### src/design/swc_pkg.sv
// constants and types of the sleep, watchdog and wake controller
package swc_pkg;
    // register port shape
    localparam int SWC_ADDR_W = 14;
    localparam int SWC_DATA_W = 8;

    // register offsets
    localparam logic [13:0] SWC_OFF_STATUS = 14'h0003;
    localparam logic [13:0] SWC_OFF_IRQCTL = 14'h000B;
    localparam logic [13:0] SWC_OFF_OPTION = 14'h0081;
    localparam logic [13:0] SWC_OFF_CONFIG = 14'h2007;

    // timer option register fields
    localparam int SWC_OPT_EDGE   = 6;
    localparam int SWC_OPT_PSA    = 3;
    localparam int SWC_OPT_PS_LSB = 0;
    localparam int SWC_PS_W       = 3;

    // interrupt control register fields
    localparam int SWC_IC_GIE  = 7;
    localparam int SWC_IC_PEIE = 6;
    localparam int SWC_IC_TIMER_ZERO_OVERFLOW_ENABLE = 5;
    localparam int SWC_IC_EXT_EDGE_ENABLE = 4;
    localparam int SWC_IC_PORT_CHANGE_ENABLE = 3;
    localparam int SWC_IC_TIMER_ZERO_OVERFLOW_FLAG = 2;
    localparam int SWC_IC_EXT_EDGE_FLAG = 1;
    localparam int SWC_IC_PORT_CHANGE_FLAG = 0;

    // status and configuration fields
    localparam int SWC_ST_TO   = 4;
    localparam int SWC_ST_PD   = 3;
    localparam int SWC_CFG_WATCHDOG_ENABLE_FUSE = 2;

    // reset values
    localparam logic [7:0] SWC_OPTION_RST = 8'hFF;
    localparam logic [7:0] SWC_IRQCTL_RST = 8'h00;
    localparam logic [7:0] SWC_CONFIG_RST = 8'h00;

    // interrupt vector
    localparam logic [12:0] SWC_VECTOR_ADDR = 13'h0004;

    // pin bundle positions
    localparam int SWC_PIN_EXT  = 0;
    localparam int SWC_PIN_PB   = 1;
    localparam int SWC_PIN_MASTER_CLEAR_N = 5;
    localparam int SWC_PIN_RC   = 6;
    localparam int SWC_PINS     = 7;

    // timing
    localparam int SWC_CLK_NS        = 5;
    localparam int SWC_TCY_NS        = 20;
    localparam int SWC_TCY_CLKS      = SWC_TCY_NS / SWC_CLK_NS;
    localparam int SWC_IRQ_LAT_TCY   = 3;
    localparam int SWC_SYNC_PIPE     = 6;
    localparam int SWC_IRQ_WAIT_CLKS = SWC_IRQ_LAT_TCY * SWC_TCY_CLKS
                                       - SWC_SYNC_PIPE;
    localparam int SWC_WDT_PERIOD_US = 18000;

    // run or sleep
    typedef enum logic [0:0] {
        SWC_RUN    = 1'b0,
        SWC_ASLEEP = 1'b1
    } swc_mode_t;

    // whole block state
    typedef struct packed {
        logic [SWC_PINS-1:0] s1;
        logic [SWC_PINS-1:0] s2;
        logic [SWC_PINS-1:0] s3;
        logic [SWC_PINS-1:0] filt;
        logic [SWC_PINS-1:0] prev;
        logic [1:0]          phase;
        swc_mode_t           mode;
        logic [7:0]          option;
        logic [7:0]          irqctl;
        logic [7:0]          cfg_word;
        logic                cfg_loaded;
        logic                pd_n;
        logic                to_n;
        logic [6:0]          pre_cnt;
        logic [15:0]         wdt_cnt;
        logic                irq_pend;
        logic [3:0]          irq_wait;
        logic                irq_vector;
        logic                wake;
        logic                reset_req;
        logic [7:0]          rdata;
    } swc_state_t;
endpackage : swc_pkg

### src/design/swc_sleep_watchdog_wake_control.sv
// sleep, watchdog and wake-up controller with core interrupt flags
`timescale 1ns/1ps
module swc_sleep_watchdog_wake_control #(
    parameter int unsigned RC_KHZ = 100
) (
    // clock and reset
    input  wire logic                        clk,
    input  wire logic                        rst_n,
    // register port
    input  wire logic [swc_pkg::SWC_ADDR_W-1:0] reg_addr,
    input  wire logic [swc_pkg::SWC_DATA_W-1:0] reg_wdata,
    input  wire logic                        reg_wr,
    input  wire logic                        reg_rd,
    output logic      [swc_pkg::SWC_DATA_W-1:0] reg_rdata,
    // pins from outside
    input  wire logic                        ext_edge_pin,
    input  wire logic [3:0]                  port_b_hi,
    input  wire logic                        master_clear_n,
    input  wire logic                        wdt_rc_osc,
    // core events on this clock
    input  wire logic                        clear_watchdog_instr,
    input  wire logic                        sleep_instr,
    input  wire logic                        retfie_instr,
    input  wire logic                        timer_zero_rollover,
    input  wire logic                        periph_wake_req,
    input  wire logic [7:0]                  cfg_fuse_bits,
    // core control out
    output logic                             irq_vector_load,
    output logic                             push_return_pc,
    output logic      [12:0]                 vector_addr,
    output logic                             wake_pulse,
    output logic                             device_reset_req,
    output logic                             sleep_active,
    output logic                             osc_drive_en,
    output logic                             io_hold
);
    import swc_pkg::*;

    // watchdog base count derived from period and RC rate
    localparam logic [15:0] WDT_BASE_TICKS =
        16'(SWC_WDT_PERIOD_US * RC_KHZ / 1000);

    swc_state_t st_q;
    swc_state_t st_d;

    logic       master_clear_n_act;
    logic       ext_hit;
    logic       port_hit;
    logic       rc_tick;
    logic       wdt_on;
    logic [6:0] pre_lim;
    logic       wdt_tick;
    logic       wdt_timeout;
    logic       wake_cond;
    logic       irq_any;
    logic       sleep_go;
    logic       wdt_clear;

    // decoded events from current state
    always_comb begin
        master_clear_n_act = ~st_q.filt[SWC_PIN_MASTER_CLEAR_N];
        ext_hit  = st_q.option[SWC_OPT_EDGE]
                   ? (st_q.filt[SWC_PIN_EXT] & ~st_q.prev[SWC_PIN_EXT])
                   : (~st_q.filt[SWC_PIN_EXT] & st_q.prev[SWC_PIN_EXT]);
        port_hit = |(st_q.filt[SWC_PIN_PB+:4] ^ st_q.prev[SWC_PIN_PB+:4]);
        rc_tick  = st_q.filt[SWC_PIN_RC] & ~st_q.prev[SWC_PIN_RC];
        wdt_on   = st_q.cfg_loaded & st_q.cfg_word[SWC_CFG_WATCHDOG_ENABLE_FUSE];
        pre_lim  = 7'((8'h01 << st_q.option[SWC_OPT_PS_LSB+:SWC_PS_W])
                      - 8'h01);
        // prescaler in front of base count
        wdt_tick = wdt_on & rc_tick
                   & (~st_q.option[SWC_OPT_PSA] | (st_q.pre_cnt == pre_lim));
        wdt_timeout = wdt_tick & (st_q.wdt_cnt == WDT_BASE_TICKS - 16'h0001);
        wake_cond = (st_q.irqctl[SWC_IC_EXT_EDGE_FLAG] & st_q.irqctl[SWC_IC_EXT_EDGE_ENABLE])
                  | (st_q.irqctl[SWC_IC_PORT_CHANGE_FLAG] & st_q.irqctl[SWC_IC_PORT_CHANGE_ENABLE])
                  | (periph_wake_req & st_q.irqctl[SWC_IC_PEIE]);
        irq_any   = wake_cond
                  | (st_q.irqctl[SWC_IC_TIMER_ZERO_OVERFLOW_FLAG] & st_q.irqctl[SWC_IC_TIMER_ZERO_OVERFLOW_ENABLE]);
        // a pending enabled source turns sleep into a no-op
        sleep_go  = sleep_instr & (st_q.mode == SWC_RUN) & ~irq_any;
        wdt_clear = clear_watchdog_instr | sleep_go;
    end

    // next state
    always_comb begin
        st_d            = st_q;
        st_d.irq_vector = 1'b0;
        st_d.wake       = 1'b0;
        st_d.reset_req  = 1'b0;
        st_d.rdata      = 8'h00;
        st_d.phase      = st_q.phase + 2'h1;
        // three-stage pin sampling, change once stages two and three agree
        st_d.s1   = {wdt_rc_osc, master_clear_n, port_b_hi, ext_edge_pin};
        st_d.s2   = st_q.s1;
        st_d.s3   = st_q.s2;
        st_d.prev = st_q.filt;
        for (int i = 0; i < SWC_PINS; i++) begin
            if (st_q.s2[i] == st_q.s3[i]) begin
                st_d.filt[i] = st_q.s3[i];
            end
        end
        // fuse word caught once after reset release
        if (!st_q.cfg_loaded) begin
            st_d.cfg_word   = cfg_fuse_bits;
            st_d.cfg_loaded = 1'b1;
        end
        // register writes, decoded by address
        if (reg_wr) begin
            if (reg_addr == SWC_OFF_OPTION) begin
                st_d.option = reg_wdata;
            end else if (reg_addr == SWC_OFF_IRQCTL) begin
                st_d.irqctl = reg_wdata;
            end
        end
        // register reads, data in the next cycle only
        if (reg_rd) begin
            if (reg_addr == SWC_OFF_OPTION) begin
                st_d.rdata = st_q.option;
            end else if (reg_addr == SWC_OFF_IRQCTL) begin
                st_d.rdata = st_q.irqctl;
            end else if (reg_addr == SWC_OFF_STATUS) begin
                st_d.rdata = {3'h0, st_q.to_n, st_q.pd_n, 3'h0};
            end else if (reg_addr == SWC_OFF_CONFIG) begin
                st_d.rdata = st_q.cfg_word;
            end else begin
                st_d.rdata = 8'h00;
            end
        end
        // hardware set wins over a clearing write
        if (ext_hit) begin
            st_d.irqctl[SWC_IC_EXT_EDGE_FLAG] = 1'b1;
        end
        if (timer_zero_rollover) begin
            st_d.irqctl[SWC_IC_TIMER_ZERO_OVERFLOW_FLAG] = 1'b1;
        end
        if (port_hit) begin
            st_d.irqctl[SWC_IC_PORT_CHANGE_FLAG] = 1'b1;
        end
        if (retfie_instr) begin
            st_d.irqctl[SWC_IC_GIE] = 1'b1;
        end
        if (wdt_clear || !wdt_on) begin
            st_d.wdt_cnt = 16'h0000;
            if (st_q.option[SWC_OPT_PSA] || !wdt_on) begin
                st_d.pre_cnt = 7'h00;
            end
        end else begin
            if (rc_tick && st_q.option[SWC_OPT_PSA]) begin
                st_d.pre_cnt = (st_q.pre_cnt >= pre_lim)
                               ? 7'h00 : st_q.pre_cnt + 7'h01;
            end
            if (wdt_tick) begin
                st_d.wdt_cnt = wdt_timeout ? 16'h0000
                                           : st_q.wdt_cnt + 16'h0001;
            end
        end
        // interrupt countdown to the vector
        if (st_q.irq_pend) begin
            if (st_q.irq_wait == 4'h0) begin
                st_d.irq_vector        = 1'b1;
                st_d.irq_pend          = 1'b0;
                st_d.irqctl[SWC_IC_GIE] = 1'b0;
            end else begin
                st_d.irq_wait = st_q.irq_wait - 4'h1;
            end
        end
        case (st_q.mode)
            SWC_RUN: begin
                if (wdt_timeout) begin
                    st_d.reset_req = 1'b1;
                    st_d.to_n      = 1'b0;
                    st_d.option    = SWC_OPTION_RST;
                    st_d.irqctl    = SWC_IRQCTL_RST;
                    st_d.irq_pend  = 1'b0;
                end else if (sleep_go) begin
                    st_d.mode = SWC_ASLEEP;
                    st_d.pd_n = 1'b0;
                    st_d.to_n = 1'b1;
                end else if (!st_q.irq_pend && st_q.phase == 2'h0
                             && st_q.irqctl[SWC_IC_GIE] && irq_any) begin
                    st_d.irq_pend = 1'b1;
                    st_d.irq_wait = 4'(SWC_IRQ_WAIT_CLKS);
                end
            end
            SWC_ASLEEP: begin
                if (wdt_timeout) begin
                    st_d.mode = SWC_RUN;
                    st_d.wake = 1'b1;
                    st_d.to_n = 1'b0;
                end else if (wake_cond) begin
                    // global enable picks vector after prefetch
                    st_d.mode = SWC_RUN;
                    st_d.wake = 1'b1;
                    if (st_q.irqctl[SWC_IC_GIE]) begin
                        st_d.irq_pend = 1'b1;
                        st_d.irq_wait = 4'(SWC_TCY_CLKS);
                    end
                end
            end
            default: begin
                st_d.mode = SWC_RUN;
            end
        endcase
        // master clear resets in any mode
        if (master_clear_n_act) begin
            st_d.mode      = SWC_RUN;
            st_d.reset_req = 1'b1;
            st_d.option    = SWC_OPTION_RST;
            st_d.irqctl    = SWC_IRQCTL_RST;
            st_d.irq_pend  = 1'b0;
            st_d.irq_vector = 1'b0;
            st_d.wake      = 1'b0;
            st_d.wdt_cnt   = 16'h0000;
            st_d.pre_cnt   = 7'h00;
        end
    end

    // state register, power-up values under reset
    always_ff @(posedge clk) begin
        if (!rst_n) begin
            st_q            <= '0;
            st_q.s1         <= 7'h7F;
            st_q.s2         <= 7'h7F;
            st_q.s3         <= 7'h7F;
            st_q.filt       <= 7'h7F;
            st_q.prev       <= 7'h7F;
            st_q.mode       <= SWC_RUN;
            st_q.option     <= SWC_OPTION_RST;
            st_q.irqctl     <= SWC_IRQCTL_RST;
            st_q.cfg_word   <= SWC_CONFIG_RST;
            st_q.pd_n       <= 1'b1;
            st_q.to_n       <= 1'b1;
        end else begin
            st_q <= st_d;
        end
    end

    // outputs
    assign reg_rdata        = st_q.rdata;
    assign irq_vector_load  = st_q.irq_vector;
    // only the return counter is pushed
    assign push_return_pc   = st_q.irq_vector;
    assign vector_addr      = SWC_VECTOR_ADDR;
    assign wake_pulse       = st_q.wake;
    assign device_reset_req = st_q.reset_req;
    assign sleep_active     = (st_q.mode == SWC_ASLEEP);
    assign osc_drive_en     = (st_q.mode == SWC_RUN);
    assign io_hold          = (st_q.mode == SWC_ASLEEP);
endmodule : swc_sleep_watchdog_wake_control

### config.mk
export PLATFORM = sky130hd
export DESIGN_NAME = swc_sleep_watchdog_wake_control
export DESIGN_NICKNAME = d
export VERILOG_FILES = /design/src/design/swc_pkg.sv /design/src/design/swc_sleep_watchdog_wake_control.sv
export SDC_FILE = /design/constraint.sdc
export NUM_CORES = 1
export LEC_CHECK = 0
export BUFFER_PORTS_ARGS = -buffer_cell sky130_fd_sc_hd__buf_2
export CAP_MARGIN = 10
export CORE_ASPECT_RATIO = 0.6
export CORE_MARGIN = 4
export CORE_UTILIZATION = 60
export DETAILED_ROUTE_END_ITERATION = 16
export GPL_ROUTABILITY_DRIVEN = 0
export HOLD_SLACK_MARGIN = 0.03
export PLACE_DENSITY = 0.86
export SETUP_SLACK_MARGIN = 0.4
export SYNTH_ARGS = -nofsm -noshare
export SYNTH_HDL_FRONTEND = slang
export SYNTH_SLANG_ARGS = --single-unit
### constraint.sdc
create_clock -name clk -period 6.16 [get_ports clk]
set_input_delay 0.308 -clock clk [delete_from_list [all_inputs] [get_ports clk]]
set_output_delay 0.308 -clock clk [all_outputs]
set_load 0.1 [all_outputs]
==> Yosys cells after proc, flatten, opt, wreduce, memory -nomap -nowiden <==
Cells that the tools add are included.
Widths: inputs -> output; s select.
{ "op_classes": {"add_sub_neg": 5, "n_lt_le_gt_ge": 1, "eq_ne": 16, "shift": 1, "mux": 49, "bitwise": 28, "reduce_logical": 20} }
{ "op_table": {"columns": ["operator", "count"], "rows": [
  ["$mux 16", 5],
  ["$mux 8", 7],
  ["$mux 5", 5],
  ["$mux 23", 1],
  ["$mux 1", 22],
  ["$mux 7", 3],
  ["$add 16x1->16 const B", 1],
  ["$eq 16x11->1 const B", 1],
  ["$eq 14x14->1 const B", 1],
  ["$eq 14x2->1 const B", 1],
  ["$eq 14x4->1 const B", 1],
  ["$eq 14x8->1 const B", 1],
  ["$and 1x1->1", 13],
  ["$pmux 5 s2", 1],
  ["$not 1->1", 9],
  ["$reduce_and 3->1", 3],
  ["$mux 4", 2],
  ["$reduce_and 2->1", 4],
  ["$add 7x1->7 const B", 1],
  ["$eq 1x1->1", 7],
  ["$eq 7x7->1", 1],
  ["$ge 7x7->1", 1],
  ["$shl 1x3->7 const A", 1],
  ["$sub 7x1->7 const B", 1],
  ["other kinds (16)", 27]
]} }
{ "totals": {"reg_bits": 104, "word_cells": 147} }

==> Longest topological paths before layout <==
{ "depth": {"ltp_word": 10, "ltp_mapped": 15} }

==> Worst setup path before layout <==
OpenSTA, ideal clock, no wires.
{ "synth_timing": {"path_type": "flip-flop to flip-flop", "startpoint": "register st_q[60] (netlist name)", "endpoint": "register st_q[57] (netlist name)", "setup_time_ns": 0.116, "arrival_time_ns": 3.053, "t_required_ns": 6.044, "path_slack_ns": 2.991, "path_stages_with_launch": 14, "cell_sequence": "dfxtp_1 -> clkbuf_1 -> or3_1 -> ha_1 -> nor2_1 -> mux2i_1 -> o21a_1 -> ha_1 -> nand4_1 -> o21a_1 -> buf_2 -> nor4_2 -> a21oi_1 -> o211a_1"} }
{ "synth_via": {"elab_chain_len": 8} }
{ "synth_rtl": {"columns": ["element", "line", "rtl"], "rows": [
  ["start, declared", "swc_sleep_watchdog_wake_control.sv:43", "swc_state_t st_q;"],
  ["start signal, assigned", "swc_sleep_watchdog_wake_control.sv:234", "st_q <= st_d;"],
  ["$shl 1x3->7", "swc_sleep_watchdog_wake_control.sv:68", "pre_lim = 7'((8'h01 << st_q.option[SWC_OPT_PS_LSB+:SWC_PS_W])"],
  ["$sub 7x1->7", "swc_sleep_watchdog_wake_control.sv:69", "- 8'h01);"],
  ["$eq 7x7->1", "swc_sleep_watchdog_wake_control.sv:72", "& (~st_q.option[SWC_OPT_PSA] | (st_q.pre_cnt == pre_lim));"],
  ["$or 1x1->1", "swc_sleep_watchdog_wake_control.sv:72", null],
  ["$and 1x1->1", "swc_sleep_watchdog_wake_control.sv:72", null],
  ["$and 1x1->1", "swc_sleep_watchdog_wake_control.sv:73", "wdt_timeout = wdt_tick & (st_q.wdt_cnt == WDT_BASE_TICKS - 16'h0001);"],
  ["$mux 16", "swc_sleep_watchdog_wake_control.sv:169", "if (wdt_timeout) begin"],
  ["$mux 16", "swc_sleep_watchdog_wake_control.sv:167", "case (st_q.mode)"]
]} }
Every way passes these cells.
A chain may end at the register's enable or synchronous reset.

==> Worst setup path after layout <==
{ "layout_timing": {"startpoint": "register st_q[60] (netlist name)", "endpoint": "register st_q[54] (netlist name)"} }
Same word-level chain as after synthesis.

==> reports/metrics.cfg <==
[placement]
hpwl_um=7470
port_buffers=60
pre_cts_ws_ps=2623
dpl_cell_area_um2=4812
placedCellCount=645

[sta]
setup-tns-final_ps=0
max-slew-margin-rel_pct=28.56
fin_ws_ps=2577
skew_ps=7.897
worstMarginPinSlew_ps=1072
max_clock_freq_mhz=279.1
fin_crit_ps=3583
grt_setup_unrepaired=false
slew_violations=0
setup_violations=0
finalHoldViolations=0
period_share_pct=58.16

[detailed_routing]
wl_per_cell_um=15.19
final_antenna_net_count=0
dr.pass1.iters=5
vias=3755
finalWirelength_um=10040
viasPerCell=5.681
drtIter0Drc=325
drc=0

[finish]
final_cell_area_um2=5109
antenna_cells=0
final_cells=661
fin_util_pct=69.72
syn_to_final_growth_pct=11.62
final_common_cell=dfxtp_1
fillers=583
nets=610
mostFrequentLayoutCells=dfxtp_1 (103), buf_2 (60), nor2_1 (58)
drive_gt1_share_pct=15.98

[power_and_ir_drop]
power_switching_uw=333.0
p_seq_share_pct=51.0
vdd_ir_drop_max_uv=195.5
pwr-share-clk_pct=41.4
p_per_area_nw_per_um2=264.6
p_int_mw=1.019
leakagePower_nw=2.036
pwr-share-comb_pct=7.6
switching_share_pct=24.64

[yosys]
synth_cell_types=54
synth-seq-cells=103
synthAdderAreaFrac_pct=3.280
synth-simple-area-share_pct=25.59
synth_compound_area_share_pct=10.28
synthArstFlopShare_pct=0
synth_top_family_by_area=simple AND/OR/NAND/NOR gates
synth_area_leaders=dfxtp_1 (45%), mux2i_1 (4.8%), nor2_1 (4.8%)
avgSynthCellArea_um2=9.027
yosys.area.top_type_share_pct=45.05
syn_area_um2=4577
synth_edf_count=0
yosysSeqAreaShare_pct=45.05
synthXorXnorAreaFrac_pct=4.019
synthFlopType=dfxtp_1
ys.warnings.count=0
muxShareOfSynthArea_pct=5.549
synth_top_area_cell=dfxtp_1
syn-instance-count=507

[clock_tree]
postCtsHoldBufs=0
cts.reportedPaths.clkPinSlew_ps=70
post_cts_resized=0
cts_tree=yes
clkLatencyLatePin_ps=350
cts_buffer_depth=2
cts_num_sinks=103
htree_levels=3
cts_setup_buffers=0
numCtsBuffers=9
cts_root_buf=clkbuf_16

[floorplanning]
io_pins=74
rows=24
core_area_um2=7327
start_util_pct=62.47
dieHeight_um=75.65
die_w_um=120.8
die_area_um2=9135

[grt]
grt_use_total_pct=23.09
grt_max_degree=45
grt_pass1_vias=3476
antenna_found_initial=0
overflow=0
grt_first_pass_wirelength_um=16530

[worst_hold_path]
min_path_type=in2reg

[run]
cap_violations=0

[worst_setup_path]
start_kind=flop
cp_max_fo=12
cp-end-kind=flop
cp.arrival_ps=3800
criticalPathCategory=reg2reg
crit_required_ps=6380

[outcome]
outcome=completed

## cell families (layout without fill, tap and decap cells)
group / after synthesis / after routing
buf+inv: 48 / 87
mux: 25 / 25
flops: 103 / 103
xor+xnor: 21 / 21
fa+ha+maj: 12 / 12
other cells: 2 / 13
simple gates: 223 / 223
compound gates: 73 / 73
## flip-flops by register name, summed over array words and instances, names as in the netlist
name,count
wake_pulse,1
st_d,21
device_reset_req,1
irq_vector_load,1
io_hold,1
st_q,70
reg_rdata,8
## layer usage
| metal | track usage (%) | part of all wire [%] | up-vias |
|---|---|---|---|
| met1 | 29.13 | 45 | 1758 |
| met3 | 7.864 | 8.4 | 14 |
| met5 | 0 | 0 | - |
| met4 | 8.040 | 1.4 | 0 |
| li1 | - | - | 1838 |
| met2 | 37.85 | 45 | 145 |
## final cells by class
class	count	area (µm²)	area share (%)
inverter	11	41.29	0.8082
clock buffer	9	225.2	4.409
timing repair buffer	60	300.3	5.878
multi-input combinational	367	2278	44.60
tap	104	130.1	2.547
clock inverter	7	71.32	1.396
sequential	103	2062	40.36
## worst paths after layout
kind | from | endpoint | slack [ps] | cells after the start
setup / recovery | st_q[60]$_SDFF_PN1_ | st_q[54]$_SDFF_PN0_ | 2580 | 11
hold / removal | ext_edge_pin | st_d[90]$_SDFF_PN1_ | 140 | 2
setup reg to reg | st_q[60]$_SDFF_PN1_ | st_q[54]$_SDFF_PN0_ | 2580 | 11
hold reg to reg | st_d[96]$_SDFF_PN1_ | st_d[89]$_SDFF_PN1_ | 410 | 1
## through the flow
| stage | hold WS, ps | power (mW) |
|---|---|---|
| 4_1_cts | 127.0 | 1.360 |
| 5_1_grt | 133.8 | 1.397 |
| 2_1_floorplan | 335.7 | 0.7837 |
| 6_report | 138.2 | 1.352 |
| 3_3_place_gp | 388.3 | 0.8032 |
| 3_5_place_dp | 391.7 | 0.8062 |
## power by group through the flow
stage	Clock, mW	Combinational, mW	Sequential [mW]
CTS	0.568	0.103	0.689
global placement	0	0.0999	0.703
finish	0.559	0.103	0.690
global route	0.598	0.109	0.690
detailed placement	0	0.102	0.704
floorplan	0	0.0805	0.703
## synthesized netlist by cell type, types with 2 or more instances
cell      instances
dfxtp_1         103
conb_1            2
nand2_1          42
a211oi_1          2
a21oi_1          25
nor2_1           58
nand3_1          30
nor3b_1           7
nor2b_1           4
a32oi_1           3
a221oi_1          2
nor4_1            6
xor2_1           11
o21a_1            2
and3_1            6
o211a_1           2
mux2_2            3
buf_2             3
nor4_2            2
nand4_1          12
buf_4            23
mux2i_1          22
or4_1             2
nor4b_1           3
and2_1            2
xnor2_1          10
and4_1            2
inv_1            11
nor3_1            8
clkbuf_1         10
o21ai_0          20
nand2b_1         31
ha_1             12
a222oi_1          6
## critical path, cell delays in order (launching register included)
cell	delay (ps)
dfxtp_1	420
or3_1	420
ha_1	270
nor2_1	170
mux2i_1	90
o21a_1	180
ha_1	280
nand4_1	130
o21a_1	350
or4_1	690
o21ai_2	360
a21oi_1	70
(Power assumes the default switching activity.)
